## src/hdl/bfr_consts.svh

```systemverilog
`ifndef BFR_CONSTS_SVH
`define BFR_CONSTS_SVH

// Register byte offsets on the Wishbone slave
`define BFR_REG_CTRL 4'h0
`define BFR_REG_STAT 4'h4
`define BFR_REG_REV 4'h8

// Register fields and reset values
`define BFR_CTRL_EN 0
`define BFR_STAT_BUSY 0
`define BFR_STAT_REVERR 1
`define BFR_CTRL_RST 1'b1

// Fault status word bit positions
`define BFR_SSW_TP 15
`define BFR_SSW_MV 14
`define BFR_SSW_TR 12
`define BFR_SSW_B1 11
`define BFR_SSW_B0 10
`define BFR_SSW_RR 9
`define BFR_SSW_RM 8
`define BFR_SSW_IN 7
`define BFR_SSW_RW 6
`define BFR_SSW_LG 5
`define BFR_SSW_WH 4
`define BFR_SSW_WL 3
`define BFR_SSW_SH 2

// Frame geometry
`define BFR_LAST_WORD 4'hb
`define BFR_FRAME_BYTES 32'h0000_0018
`define BFR_EXC_GAP 32'h0000_0006
`define BFR_CNT_IDX 10
`define BFR_SSW_IDX 11
`define BFR_XFER_FULL 8'h10
`define BFR_FVW_BUS_FAULT_INPUT 16'hc008
`define BFR_FMT_SIX 4'h2

// Bus cycle attributes
`define BFR_SPACE_SUP_DATA 3'h5
`define BFR_SPACE_SUP_PROG 3'h6
`define BFR_WIDTH_LONG 2'h0
`define BFR_WIDTH_WORD 2'h2

`endif

```

## src/hdl/bfr_pkg.sv

```systemverilog
package bfr_pkg;

  // Fault classes as seen by the sequencer
  typedef enum logic [1:0] {
    BFR_RELEASED,
    BFR_ABORTED,
    BFR_BLOCK,
    BFR_EXCEPT
  } bfr_kind_t;

  // Everything the core hands over when a bus fault is taken
  typedef struct packed {
    bfr_kind_t kind;
    logic step_pend;
    logic brk1;
    logic brk0;
    logic rmw;
    logic refetch;
    logic dir;
    logic long_split;
    logic [1:0] width;
    logic [2:0] space;
    logic dyn_sized;
    logic vec_fault;
    logic four_word;
    logic block_dec;
    logic [2:0] op_size;
    logic [4:0] attempts;
    logic [31:0] addr;
    logic [31:0] data;
    logic [31:0] ret_pc;
    logic [31:0] fpc;
    logic [31:0] sp;
    logic [31:0] vbr;
    logic [15:0] sr;
    logic [15:0] pre_sr;
    logic [15:0] faulted_fvw;
  } bfr_fault_t;

  // Machine state given back on exception return
  typedef struct packed {
    logic [31:0] fault_addr;
    logic [31:0] data;
    logic [31:0] pc;
    logic [15:0] sr;
  } bfr_restore_t;

  // Sequencer states
  typedef enum {
    S_IDLE,
    S_STACK,
    S_UNSTACK,
    S_CHECK,
    S_RERUN,
    S_FINISH,
    S_VEC,
    S_REBUILD
  } bfr_state_t;

endpackage

```

## src/hdl/bfr_top.sv

```systemverilog
`timescale 1ns/1ps
`include "bfr_consts.svh"
module bfr_top
  import bfr_pkg::*;
#(
  parameter logic [7:0] REVISION = 8'h01 // Arbitrary revision code
) (
  // Clock and reset
  input wire logic clk_i,
  input wire logic rst_i,
  // Wishbone slave
  input wire logic wb_cyc_i,
  input wire logic wb_stb_i,
  input wire logic wb_we_i,
  input wire logic [31:0] wb_adr_i,
  input wire logic [3:0] wb_sel_i,
  input wire logic [31:0] wb_dat_i,
  output logic [31:0] wb_dat_o,
  output logic wb_ack_o,
  // Fault entry from the core
  input wire logic fault_i,
  input wire bfr_fault_t fault_info_i,
  output logic stacked_o,
  output logic [31:0] new_sp_o,
  // Exception return from the core
  input wire logic rte_i,
  input wire logic [31:0] rte_sp_i,
  input wire logic [31:0] rte_vbr_i,
  output logic busy_o,
  output logic restore_valid_o,
  output bfr_restore_t restore_o,
  output logic requeue_trace_o,
  output logic requeue_brkpt_o,
  output logic restart_o,
  output logic continue_o,
  output logic [7:0] xfer_count_o,
  output logic [7:0] rescan_count_o,
  output logic resume_o,
  output logic [31:0] resume_pc_o,
  output logic format_error_o,
  // Stack memory port towards the bus controller
  output logic mem_req_o,
  output logic mem_we_o,
  output logic [31:0] mem_addr_o,
  output logic [15:0] mem_wdata_o,
  output logic [2:0] mem_space_o,
  output logic [1:0] mem_width_o,
  input wire logic mem_ack_i,
  input wire logic [15:0] mem_rdata_i
);

  // Frame image, shared by stacking and unstacking
  logic [15:0] frame [0:11];
  bfr_state_t state; // Sequencer state
  logic [3:0] idx; // Word index within the frame
  logic [2:0] sub; // Word index for rerun, vector, rebuild
  logic [31:0] base; // Lowest byte address of the frame
  logic [31:0] vbr; // Vector base for the return path
  logic [31:0] handler; // Refetched handler address
  logic enable; // Software enable
  logic rev_err; // Sticky revision mismatch flag

  // Builds one frame word; same order used for unstacking
  function automatic logic [15:0] frame_word(input bfr_fault_t f, input logic [15:0] fault_status_word,
      input logic [31:0] fa, input logic [15:0] cnt, input logic [3:0] i);
    logic [15:0] w;
    logic ex;
    logic ex4;
    w = 16'h0000;
    ex = (f.kind == BFR_EXCEPT);
    ex4 = ex & f.four_word;
    case (i)
      4'h0: w = f.sr;
      4'h1: w = f.ret_pc[31:16];
      4'h2: w = f.ret_pc[15:0];
      4'h3: w = `BFR_FVW_BUS_FAULT_INPUT;
      4'h4: w = fa[31:16];
      4'h5: w = fa[15:0];
      4'h6: w = ex ? f.pre_sr : f.data[31:16];
      4'h7: w = ex ? f.faulted_fvw : f.data[15:0];
      // Short faulted frame has no faulted PC
      4'h8: w = ex4 ? cnt : f.fpc[31:16];
      4'h9: w = ex4 ? fault_status_word : f.fpc[15:0];
      4'ha: w = cnt;
      4'hb: w = fault_status_word;
      default: w = 16'h0000; // Indices 12..15 never used
    endcase
    return w;
  endfunction

  // Which frame word goes to each slot of a rebuilt frame
  function automatic int rb_idx(input logic [2:0] s);
    int r;
    r = 6;
    case (s)
      3'h0: r = 6;
      3'h1: r = 1;
      3'h2: r = 2;
      3'h3: r = 7;
      3'h4: r = 8;
      default: r = 9;
    endcase
    return r;
  endfunction

  // Fault entry decode
  wire bfr_fault_t fi = fault_info_i;
  wire is_exc = (fi.kind == BFR_EXCEPT);
  wire is_blk = (fi.kind == BFR_BLOCK);
  wire is_rel = (fi.kind == BFR_RELEASED);
  wire is_abt = (fi.kind == BFR_ABORTED);
  // Class bits: 00 ordinary, 01 block transfer, 10 exception
  wire new_tp = is_exc;
  wire new_mv = is_blk;
  // Restart clears trace pending: it requeues from SR anyway
  wire new_tr = fi.step_pend & ~is_abt;
  // Released writes always rerun; block faults rerun writes
  wire new_rr = is_rel | (is_blk & ~fi.dir);
  wire new_rm = is_abt & fi.rmw;
  wire new_in = (is_abt | is_blk) & fi.refetch;
  wire [15:0] new_ssw = {new_tp, new_mv, 1'b0, new_tr, fi.brk1, fi.brk0, new_rr,
                         new_rm, new_in, fi.dir, fi.long_split, fi.width,
                         fi.space};
  wire [31:0] op_step = {29'h0, fi.op_size};
  wire [31:0] blk_addr = fi.block_dec ? fi.addr - op_step : fi.addr + op_step;
  wire [31:0] vec_addr = fi.vbr + {20'h0, fi.faulted_fvw[11:0]};
  wire [31:0] dyn_addr = {fi.addr[31:1], 1'b0};
  // Fault address choice by class and cycle kind
  wire [31:0] new_fa = (is_exc & fi.vec_fault) ? vec_addr :
                       is_blk ? blk_addr :
                       fi.dyn_sized ? dyn_addr : fi.addr;
  wire [7:0] left = `BFR_XFER_FULL - {3'h0, fi.attempts};
  wire [15:0] new_cnt = {REVISION, is_blk ? left : 8'h00};
  // Fault frame goes six bytes under the faulted frame
  wire [31:0] top_sp = is_exc ? fi.sp - `BFR_EXC_GAP : fi.sp;
  wire [31:0] new_base = top_sp - `BFR_FRAME_BYTES;

  // Stacked frame decode on return
  wire [15:0] r_ssw = frame[`BFR_SSW_IDX];
  wire [15:0] r_cnt = frame[`BFR_CNT_IDX];
  wire [31:0] r_fa = {frame[4], frame[5]};
  wire [31:0] r_db = {frame[6], frame[7]};
  wire [31:0] r_pc = {frame[1], frame[2]};
  wire rev_ok = (r_cnt[15:8] == REVISION);
  wire [1:0] r_width = r_ssw[`BFR_SSW_WH:`BFR_SSW_WL];
  wire r_long = (r_width == `BFR_WIDTH_LONG);
  wire r_six = (frame[7][15:12] == `BFR_FMT_SIX);
  wire [31:0] r_vec = vbr + {20'h0, frame[7][11:0]};
  wire [31:0] r_top = base + `BFR_FRAME_BYTES + `BFR_EXC_GAP;
  // Six-word or four-word original frame below the old SP
  wire [31:0] rb_base = r_top - (r_six ? 32'h0000_000c : 32'h0000_0008);
  wire [2:0] rb_last = r_six ? 3'h5 : 3'h3;
  wire [2:0] rr_last = r_long ? 3'h1 : 3'h0;
  wire [31:0] sub_off = {28'h0, sub, 1'b0};
  wire [31:0] idx_off = {27'h0, idx, 1'b0};

  // Next memory request, selected by state
  wire st_mem = (state == S_STACK) | (state == S_UNSTACK) | (state == S_RERUN) |
                (state == S_VEC) | (state == S_REBUILD);
  wire issue = st_mem & ~mem_req_o & ~mem_ack_i;
  wire done_ack = mem_req_o & mem_ack_i;
  // Rerun takes address and width from the edited frame
  wire [31:0] rr_addr = r_fa + sub_off;
  wire [15:0] rr_data = (r_long & (sub == 3'h0)) ? r_db[31:16] : r_db[15:0];
  wire [31:0] next_addr = (state == S_RERUN) ? rr_addr :
                          (state == S_VEC) ? r_vec + sub_off :
                          (state == S_REBUILD) ? rb_base + sub_off : base + idx_off;
  // Direction follows the stacked flag, even if edited
  wire next_we = (state == S_RERUN) ? ~r_ssw[`BFR_SSW_RW] :
                 (state == S_STACK) | (state == S_REBUILD);
  wire [15:0] next_wdata = (state == S_RERUN) ? rr_data :
                           (state == S_REBUILD) ? frame[rb_idx(sub)] : frame[idx];
  wire [2:0] next_space = (state == S_RERUN) ? r_ssw[`BFR_SSW_SH:0] :
                          (state == S_VEC) ? `BFR_SPACE_SUP_PROG : `BFR_SPACE_SUP_DATA;
  wire [1:0] next_width = (state == S_RERUN) ? r_width : `BFR_WIDTH_WORD;

  // Wishbone decode
  wire wb_req = wb_cyc_i & wb_stb_i & ~wb_ack_o;
  wire wb_wr = wb_req & wb_we_i & wb_sel_i[0];
  wire [3:0] wb_off = wb_adr_i[3:0];
  wire wb_hit_ctrl = (wb_adr_i[31:4] == 28'h0) & (wb_off == `BFR_REG_CTRL);
  wire wb_hit_stat = (wb_adr_i[31:4] == 28'h0) & (wb_off == `BFR_REG_STAT);
  wire wb_hit_rev = (wb_adr_i[31:4] == 28'h0) & (wb_off == `BFR_REG_REV);
  wire [31:0] rd_ctrl = {31'h0, enable};
  wire [31:0] rd_stat = {14'h0, r_ssw, rev_err, busy_o};
  wire [31:0] rd_rev = {24'h0, REVISION};
  // Unmapped addresses read as zero and still acknowledge
  wire [31:0] next_rdata = wb_hit_ctrl ? rd_ctrl : wb_hit_stat ? rd_stat :
                           wb_hit_rev ? rd_rev : 32'h0;
  wire clr_rev = wb_wr & wb_hit_stat & wb_dat_i[`BFR_STAT_REVERR];

  // Wishbone slave: one-cycle registered answer
  always_ff @(posedge clk_i) begin
    if (rst_i) begin
      wb_ack_o <= 1'b0;
      wb_dat_o <= 32'h0;
      enable <= `BFR_CTRL_RST;
    end else begin
      wb_ack_o <= wb_req;
      if (wb_req) begin
        wb_dat_o <= next_rdata;
      end
      if (wb_wr & wb_hit_ctrl) begin
        enable <= wb_dat_i[`BFR_CTRL_EN];
      end
    end
  end

  // Sticky mismatch flag; a new mismatch beats the clear
  always_ff @(posedge clk_i) begin
    if (rst_i) begin
      rev_err <= 1'b0;
    end else if (format_error_o) begin
      rev_err <= 1'b1;
    end else if (clr_rev) begin
      rev_err <= 1'b0;
    end
  end

  // Memory request: held until ack, then one idle cycle
  always_ff @(posedge clk_i) begin
    if (rst_i) begin
      mem_req_o <= 1'b0;
      mem_we_o <= 1'b0;
      mem_addr_o <= 32'h0;
      mem_wdata_o <= 16'h0;
      mem_space_o <= 3'h0;
      mem_width_o <= 2'h0;
    end else if (done_ack) begin
      mem_req_o <= 1'b0;
    end else if (issue) begin
      mem_req_o <= 1'b1;
      mem_we_o <= next_we;
      mem_addr_o <= next_addr;
      mem_wdata_o <= next_wdata;
      mem_space_o <= next_space;
      mem_width_o <= next_width;
    end
  end

  // Frame image: loaded at fault entry, filled while unstacking
  always_ff @(posedge clk_i) begin
    if (rst_i) begin
      for (int k = 0; k < 12; k++) begin
        frame[k] <= 16'h0;
      end
    end else if ((state == S_IDLE) & enable & fault_i) begin
      for (int k = 0; k < 12; k++) begin
        frame[k] <= frame_word(fi, new_ssw, new_fa, new_cnt, 4'(k));
      end
    end else if ((state == S_UNSTACK) & done_ack) begin
      frame[idx] <= mem_rdata_i;
    end
  end

  // Sequencer
  always_ff @(posedge clk_i) begin
    if (rst_i) begin
      state <= S_IDLE;
      idx <= 4'h0;
      sub <= 3'h0;
      base <= 32'h0;
      vbr <= 32'h0;
      handler <= 32'h0;
      busy_o <= 1'b0;
      stacked_o <= 1'b0;
      new_sp_o <= 32'h0;
      restore_valid_o <= 1'b0;
      restore_o <= '0;
      requeue_trace_o <= 1'b0;
      requeue_brkpt_o <= 1'b0;
      restart_o <= 1'b0;
      continue_o <= 1'b0;
      xfer_count_o <= 8'h0;
      rescan_count_o <= 8'h0;
      resume_o <= 1'b0;
      resume_pc_o <= 32'h0;
      format_error_o <= 1'b0;
    end else begin
      // Event outputs are one-cycle pulses
      stacked_o <= 1'b0;
      restore_valid_o <= 1'b0;
      requeue_trace_o <= 1'b0;
      requeue_brkpt_o <= 1'b0;
      restart_o <= 1'b0;
      continue_o <= 1'b0;
      resume_o <= 1'b0;
      format_error_o <= 1'b0;
      unique case (state)
        S_IDLE: begin
          idx <= 4'h0;
          sub <= 3'h0;
          // Fault entry wins if both arrive together
          if (enable & fault_i) begin
            base <= new_base;
            busy_o <= 1'b1;
            state <= S_STACK;
          end else if (enable & rte_i) begin
            base <= rte_sp_i;
            vbr <= rte_vbr_i;
            busy_o <= 1'b1;
            state <= S_UNSTACK;
          end
        end
        S_STACK: begin
          // Twelve word writes, lowest address first
          if (done_ack) begin
            idx <= idx + 4'h1;
            if (idx == `BFR_LAST_WORD) begin
              stacked_o <= 1'b1;
              new_sp_o <= base;
              busy_o <= 1'b0;
              state <= S_IDLE;
            end
          end
        end
        S_UNSTACK: begin
          if (done_ack) begin
            idx <= idx + 4'h1;
            if (idx == `BFR_LAST_WORD) begin
              state <= S_CHECK;
            end
          end
        end
        S_CHECK: begin
          sub <= 3'h0;
          // Foreign revision: nothing is restored
          if (!rev_ok) begin
            format_error_o <= 1'b1;
            busy_o <= 1'b0;
            state <= S_IDLE;
          end else if (r_ssw[`BFR_SSW_TP]) begin
            state <= S_VEC;
          end else begin
            restore_o <= '{fault_addr: r_fa, data: r_db, pc: r_pc, sr: frame[0]};
            restore_valid_o <= 1'b1;
            requeue_trace_o <= r_ssw[`BFR_SSW_TR];
            requeue_brkpt_o <= r_ssw[`BFR_SSW_B1] | r_ssw[`BFR_SSW_B0];
            // Only the rerun flag decides on a rerun
            state <= r_ssw[`BFR_SSW_RR] ? S_RERUN : S_FINISH;
          end
        end
        S_RERUN: begin
          // Read data returned here is never captured
          if (done_ack) begin
            sub <= sub + 3'h1;
            if (sub == rr_last) begin
              state <= S_FINISH;
            end
          end
        end
        S_FINISH: begin
          // Continue keeps the stacked address, no recompute
          if (r_ssw[`BFR_SSW_MV]) begin
            continue_o <= 1'b1;
            xfer_count_o <= r_cnt[7:0];
            rescan_count_o <= `BFR_XFER_FULL - r_cnt[7:0];
          end else begin
            // Transfers already done are simply repeated
            restart_o <= 1'b1;
          end
          resume_pc_o <= r_pc;
          busy_o <= 1'b0;
          state <= S_IDLE;
        end
        S_VEC: begin
          // Handler address fetched high word first
          if (done_ack) begin
            sub <= sub + 3'h1;
            if (sub == 3'h0) begin
              handler[31:16] <= mem_rdata_i;
            end else begin
              handler[15:0] <= mem_rdata_i;
              sub <= 3'h0;
              state <= S_REBUILD;
            end
          end
        end
        S_REBUILD: begin
          // Original frame rewritten, then resume at handler
          if (done_ack) begin
            sub <= sub + 3'h1;
            if (sub == rb_last) begin
              resume_o <= 1'b1;
              resume_pc_o <= handler;
              new_sp_o <= rb_base;
              busy_o <= 1'b0;
              state <= S_IDLE;
            end
          end
        end
      endcase
    end
  end

endmodule

```

## config.mk

```make
export PLATFORM = sky130hd
export DESIGN_NAME = bfr_top
export DESIGN_NICKNAME = d
export VERILOG_FILES = /design/src/hdl/bfr_pkg.sv /design/src/hdl/bfr_top.sv
export VERILOG_INCLUDE_DIRS = /design/src /design/src/hdl
export SDC_FILE = /design/constraint.sdc
export NUM_CORES = 2
export LEC_CHECK = 0
export ABC_AREA = 1
export BUFFER_PORTS_ARGS = -buffer_cell sky130_fd_sc_hd__buf_4
export CORE_ASPECT_RATIO = 1.1
export CORE_MARGIN = 2
export CORE_UTILIZATION = 45
export CTS_CLUSTER_DIAMETER = 200
export DETAILED_ROUTE_END_ITERATION = 8
export PLACE_DENSITY_LB_ADDON = 0.08
export SYNTH_ARGS = -nofsm -noshare
export SYNTH_HDL_FRONTEND = slang
export SYNTH_SLANG_ARGS = --single-unit
```

## constraint.sdc

```tcl
create_clock -name clk_i -period 4.15 [get_ports clk_i]
set_clock_uncertainty 0.15 [all_clocks]
set_input_delay 0.6225 -clock clk_i [delete_from_list [all_inputs] [get_ports clk_i]]
set_output_delay 0.6225 -clock clk_i [all_outputs]
set_load 0.03 [all_outputs]
```

==> out/metrics.yaml <==
synth_edf_count: 256
final_layout_size_suffix_gt1_share_pct: 18.2
fmax_ghz: 0.246
start_util_pct: 45.2
syn-mean-instance-area_um2: 7.12
antenna_found_initial: 11
p_int_uw: 17000
placed_area_um2: 48000
met1_length_um: 70500
switching_share_pct: 48.2
synth-async-reset-ratio_pct: 0
vdd_drop_max_v: 0.000571
power.total_uw: 32900
finalSetupViolCount: 0
n_fill_cell: 8863
stdcell_count: 7630
grt_pass1_vias: 42300
finalMaxSlewViolations: 0
antenna_left: 0
syn_area_um2: 41000
routed_wl_um: 195000
num_rows: 116
vias: 45600
cap_violations: 0
p_comb_share_pct: 50.1
drc: 5
grt_use_total_pct: 40.1
vias_per_cell: 5.98
cts_buffer_depth: 3
dieWidth_um: 292
p_seq_share_pct: 29.2
wire_per_inst_um: 25.5
grt_max_degree: 238
yosysUniqueCellTypes: 65
grt_pass1_wl_um: 279000
crit_arrival_ps: 4480
relSlewSlack_pct: 24.4
port_buffers: 663
hold_path.class: "input port to flop"
path_clk_slew_ps: 60
synth-main-ff-cell: "dfxtp_1"
layout.nets: 6965
power_frac_clock_pct: 20.7
cp.required_ps: 4560
p_per_area_nw_per_um2: 645
setup_tns_ps: 0
numCtsBuffers: 74
dpl.hpwl_um: 150000
yosys_warnings: 0
first_pass_iters: 9
critPathSlowestCell: "edfxtp_1"
post-route-cell-area_um2: 51000
cpMostUsedCell: "nand2_1"
cpPeakStageDelay_ps: 420
syn_inst: 5755
die-area_um2: 93400
cts_tree: "done"
critPathCaptureType: "flop"
top_layer_used: "met5"
grt-ovfl-total: 0
layout_min_cycle_time_ps: 4070
gp_congestion: 1.02
worst_pin_slew_ps: 1130
cts_root_buf: "clkbuf_16"
dp_cells: 7484
dr.first_iter.drc_count: 5752
violations: "design-rule violations"
wl_met3_um: 18600
outcome: "finished, violations left"
seq_area_frac_synth_pct: 37.6
htreeDepth: 3
p_sw_uw: 15900
cp-start-kind: "flop"
clk_latency_ps: 680
p_leak_uw: 0.0220
numClockSinks: 642
path_max_fanout: 5
hold_buffers: 0
ys_ff_latch: 642
finalCritPeriodShare_pct: 98.0
die_y_um: 320
pin_count: 711
coreArea_um2: 90600
hold_violations: 0
area_delta_synth_final_pct: 24.6
critPathKind: "flop to flop"
dr_wl_met2_um: 91900
==> worst max-delay path: cells and delay by family, from the launching register on <==
kind,cells,cell delay (ps)
and+or+nand+nor,17,1930
AOI/OAI and AO/OA,1,140
adders and majority gates,2,420
buffers and inverters,7,890
DFF,1,420
==> power groups by stage <==
stage                     combinational, µW  sequential [µW]  clock [µW]
after floorplan                        8830             9280           0
after global placement                15300             9590           0
after detailed placement              15400             9580           0
after CTS                             15500             9470        6830
after global routing                  17700             9580        7080
final                                 16500             9610        6800
==> worst paths after layout <==
path	slack, ps	end	start	cells after the start
min reg2reg	320	new_sp_o[28]$_SDFFE_PP0P_	new_sp_o[28]$_SDFFE_PP0P_	2
max reg2reg	80	mem_addr_o[29]$_SDFFE_PP0P_	frame[7][12]$_DFFE_PP_	27
min	20	frame[12][13]$_DFFE_PP_	mem_rdata_i[13]	1
max	80	mem_addr_o[29]$_SDFFE_PP0P_	frame[7][12]$_DFFE_PP_	27
==> layout make-up <==
| type | count | area [µm²] | share of cell area [%] |
|---|---|---|---|
| Antenna cell | 5 | 12.5 | 0.0245 |
| Timing Repair Buffer | 899 | 6980 | 13.7 |
| Inverter | 451 | 1700 | 3.33 |
| Multi-Input combinational cell | 4318 | 22900 | 44.9 |
| Sequential cell | 642 | 15400 | 30.2 |
| Tap cell | 1180 | 1480 | 2.89 |
| Clock inverter | 37 | 458 | 0.898 |
| Clock buffer | 98 | 2070 | 4.07 |
==> what timing repair did <==
| action | in CTS | in global routing |
|---|---|---|
| buffers inserted | 0 | 6 |
| pin swaps | 1 | 35 |
| setup endpoints to repair | 14 | 18 |
| gates resized for setup | 10 | 75 |
==> synthesized netlist by cell type (all sizes together) (75+ instances only) <==
cell type	n	area (µm²)
nor2	837	3260
nand3	304	1560
ha	148	1850
nor3	75	400
o21ai	820	4100
inv	441	1660
o221ai	86	753
nand2	995	3770
edfxtp	256	7690
dfxtp	386	7730
clkbuf	308	1160
a21oi	514	2590
==> routing by layer <==
| layer | vias to the layer above | global-route usage, % |
|---|---|---|
| met5 | - | 0 |
| met4 | 8 | 24.1 |
| met3 | 592 | 7.70 |
| met2 | 2533 | 67.7 |
| met1 | 21400 | 47.3 |
| li1 | 21100 | - |
==> cells in the final DEF, fill, tap and decap left out, drive strengths merged, types with 14 or more instances in the layout <==
cell type / n
nand2: 995
buf: 899
nor2: 837
o21ai: 820
a21oi: 514
inv: 441
dfxtp: 386
nand3: 304
edfxtp: 256
ha: 148
clkbuf: 98
o221ai: 86
nor3: 75
xor2: 71
a31oi: 66
nand4: 56
o211ai: 52
o32ai: 47
clkinv: 39
xnor2: 34
nor4: 24
o311ai: 22
nand3b: 18
o22ai: 17
a22oi: 16
or2: 16
conb: 14
==> state kept, by name (all words and copies together) (netlist names), 16 cells and up, named ones only <==
register,cells
resume_pc_o,32
frame,256
vbr,32
new_sp_o,32
restore_o,112
mem_wdata_o,16
base,32
wb_dat_o,18
handler,32
mem_addr_o,32
==> cells by family (layout without fill, tap and decap cells) <==
family	after synthesis	in the layout	synth area share, %
adders and majority gates	157	157	4.96
and+or+nand+nor	2329	2329	23.8
DFF	642	642	37.6
other	1	19	0.00916
xor gates and xnor gates	105	105	2.33
AOI/OAI and AO/OA	1705	1705	23.4
buffers and inverters	808	1485	7.60
muxes	8	8	0.196
==> metrics by stage <==
step	utilization [%]	hold WS [ps]	setup slack, ps
3_5_place_dp	53.1	306	-350
4_1_cts	55.9	5.49	-4.70
6_report	56.3	20.1	81.7
5_1_grt	56.3	24.7	-18.3
3_3_place_gp	53.1	302	-340
2_1_floorplan	-	286	531
(Power assumes the default switching activity.)
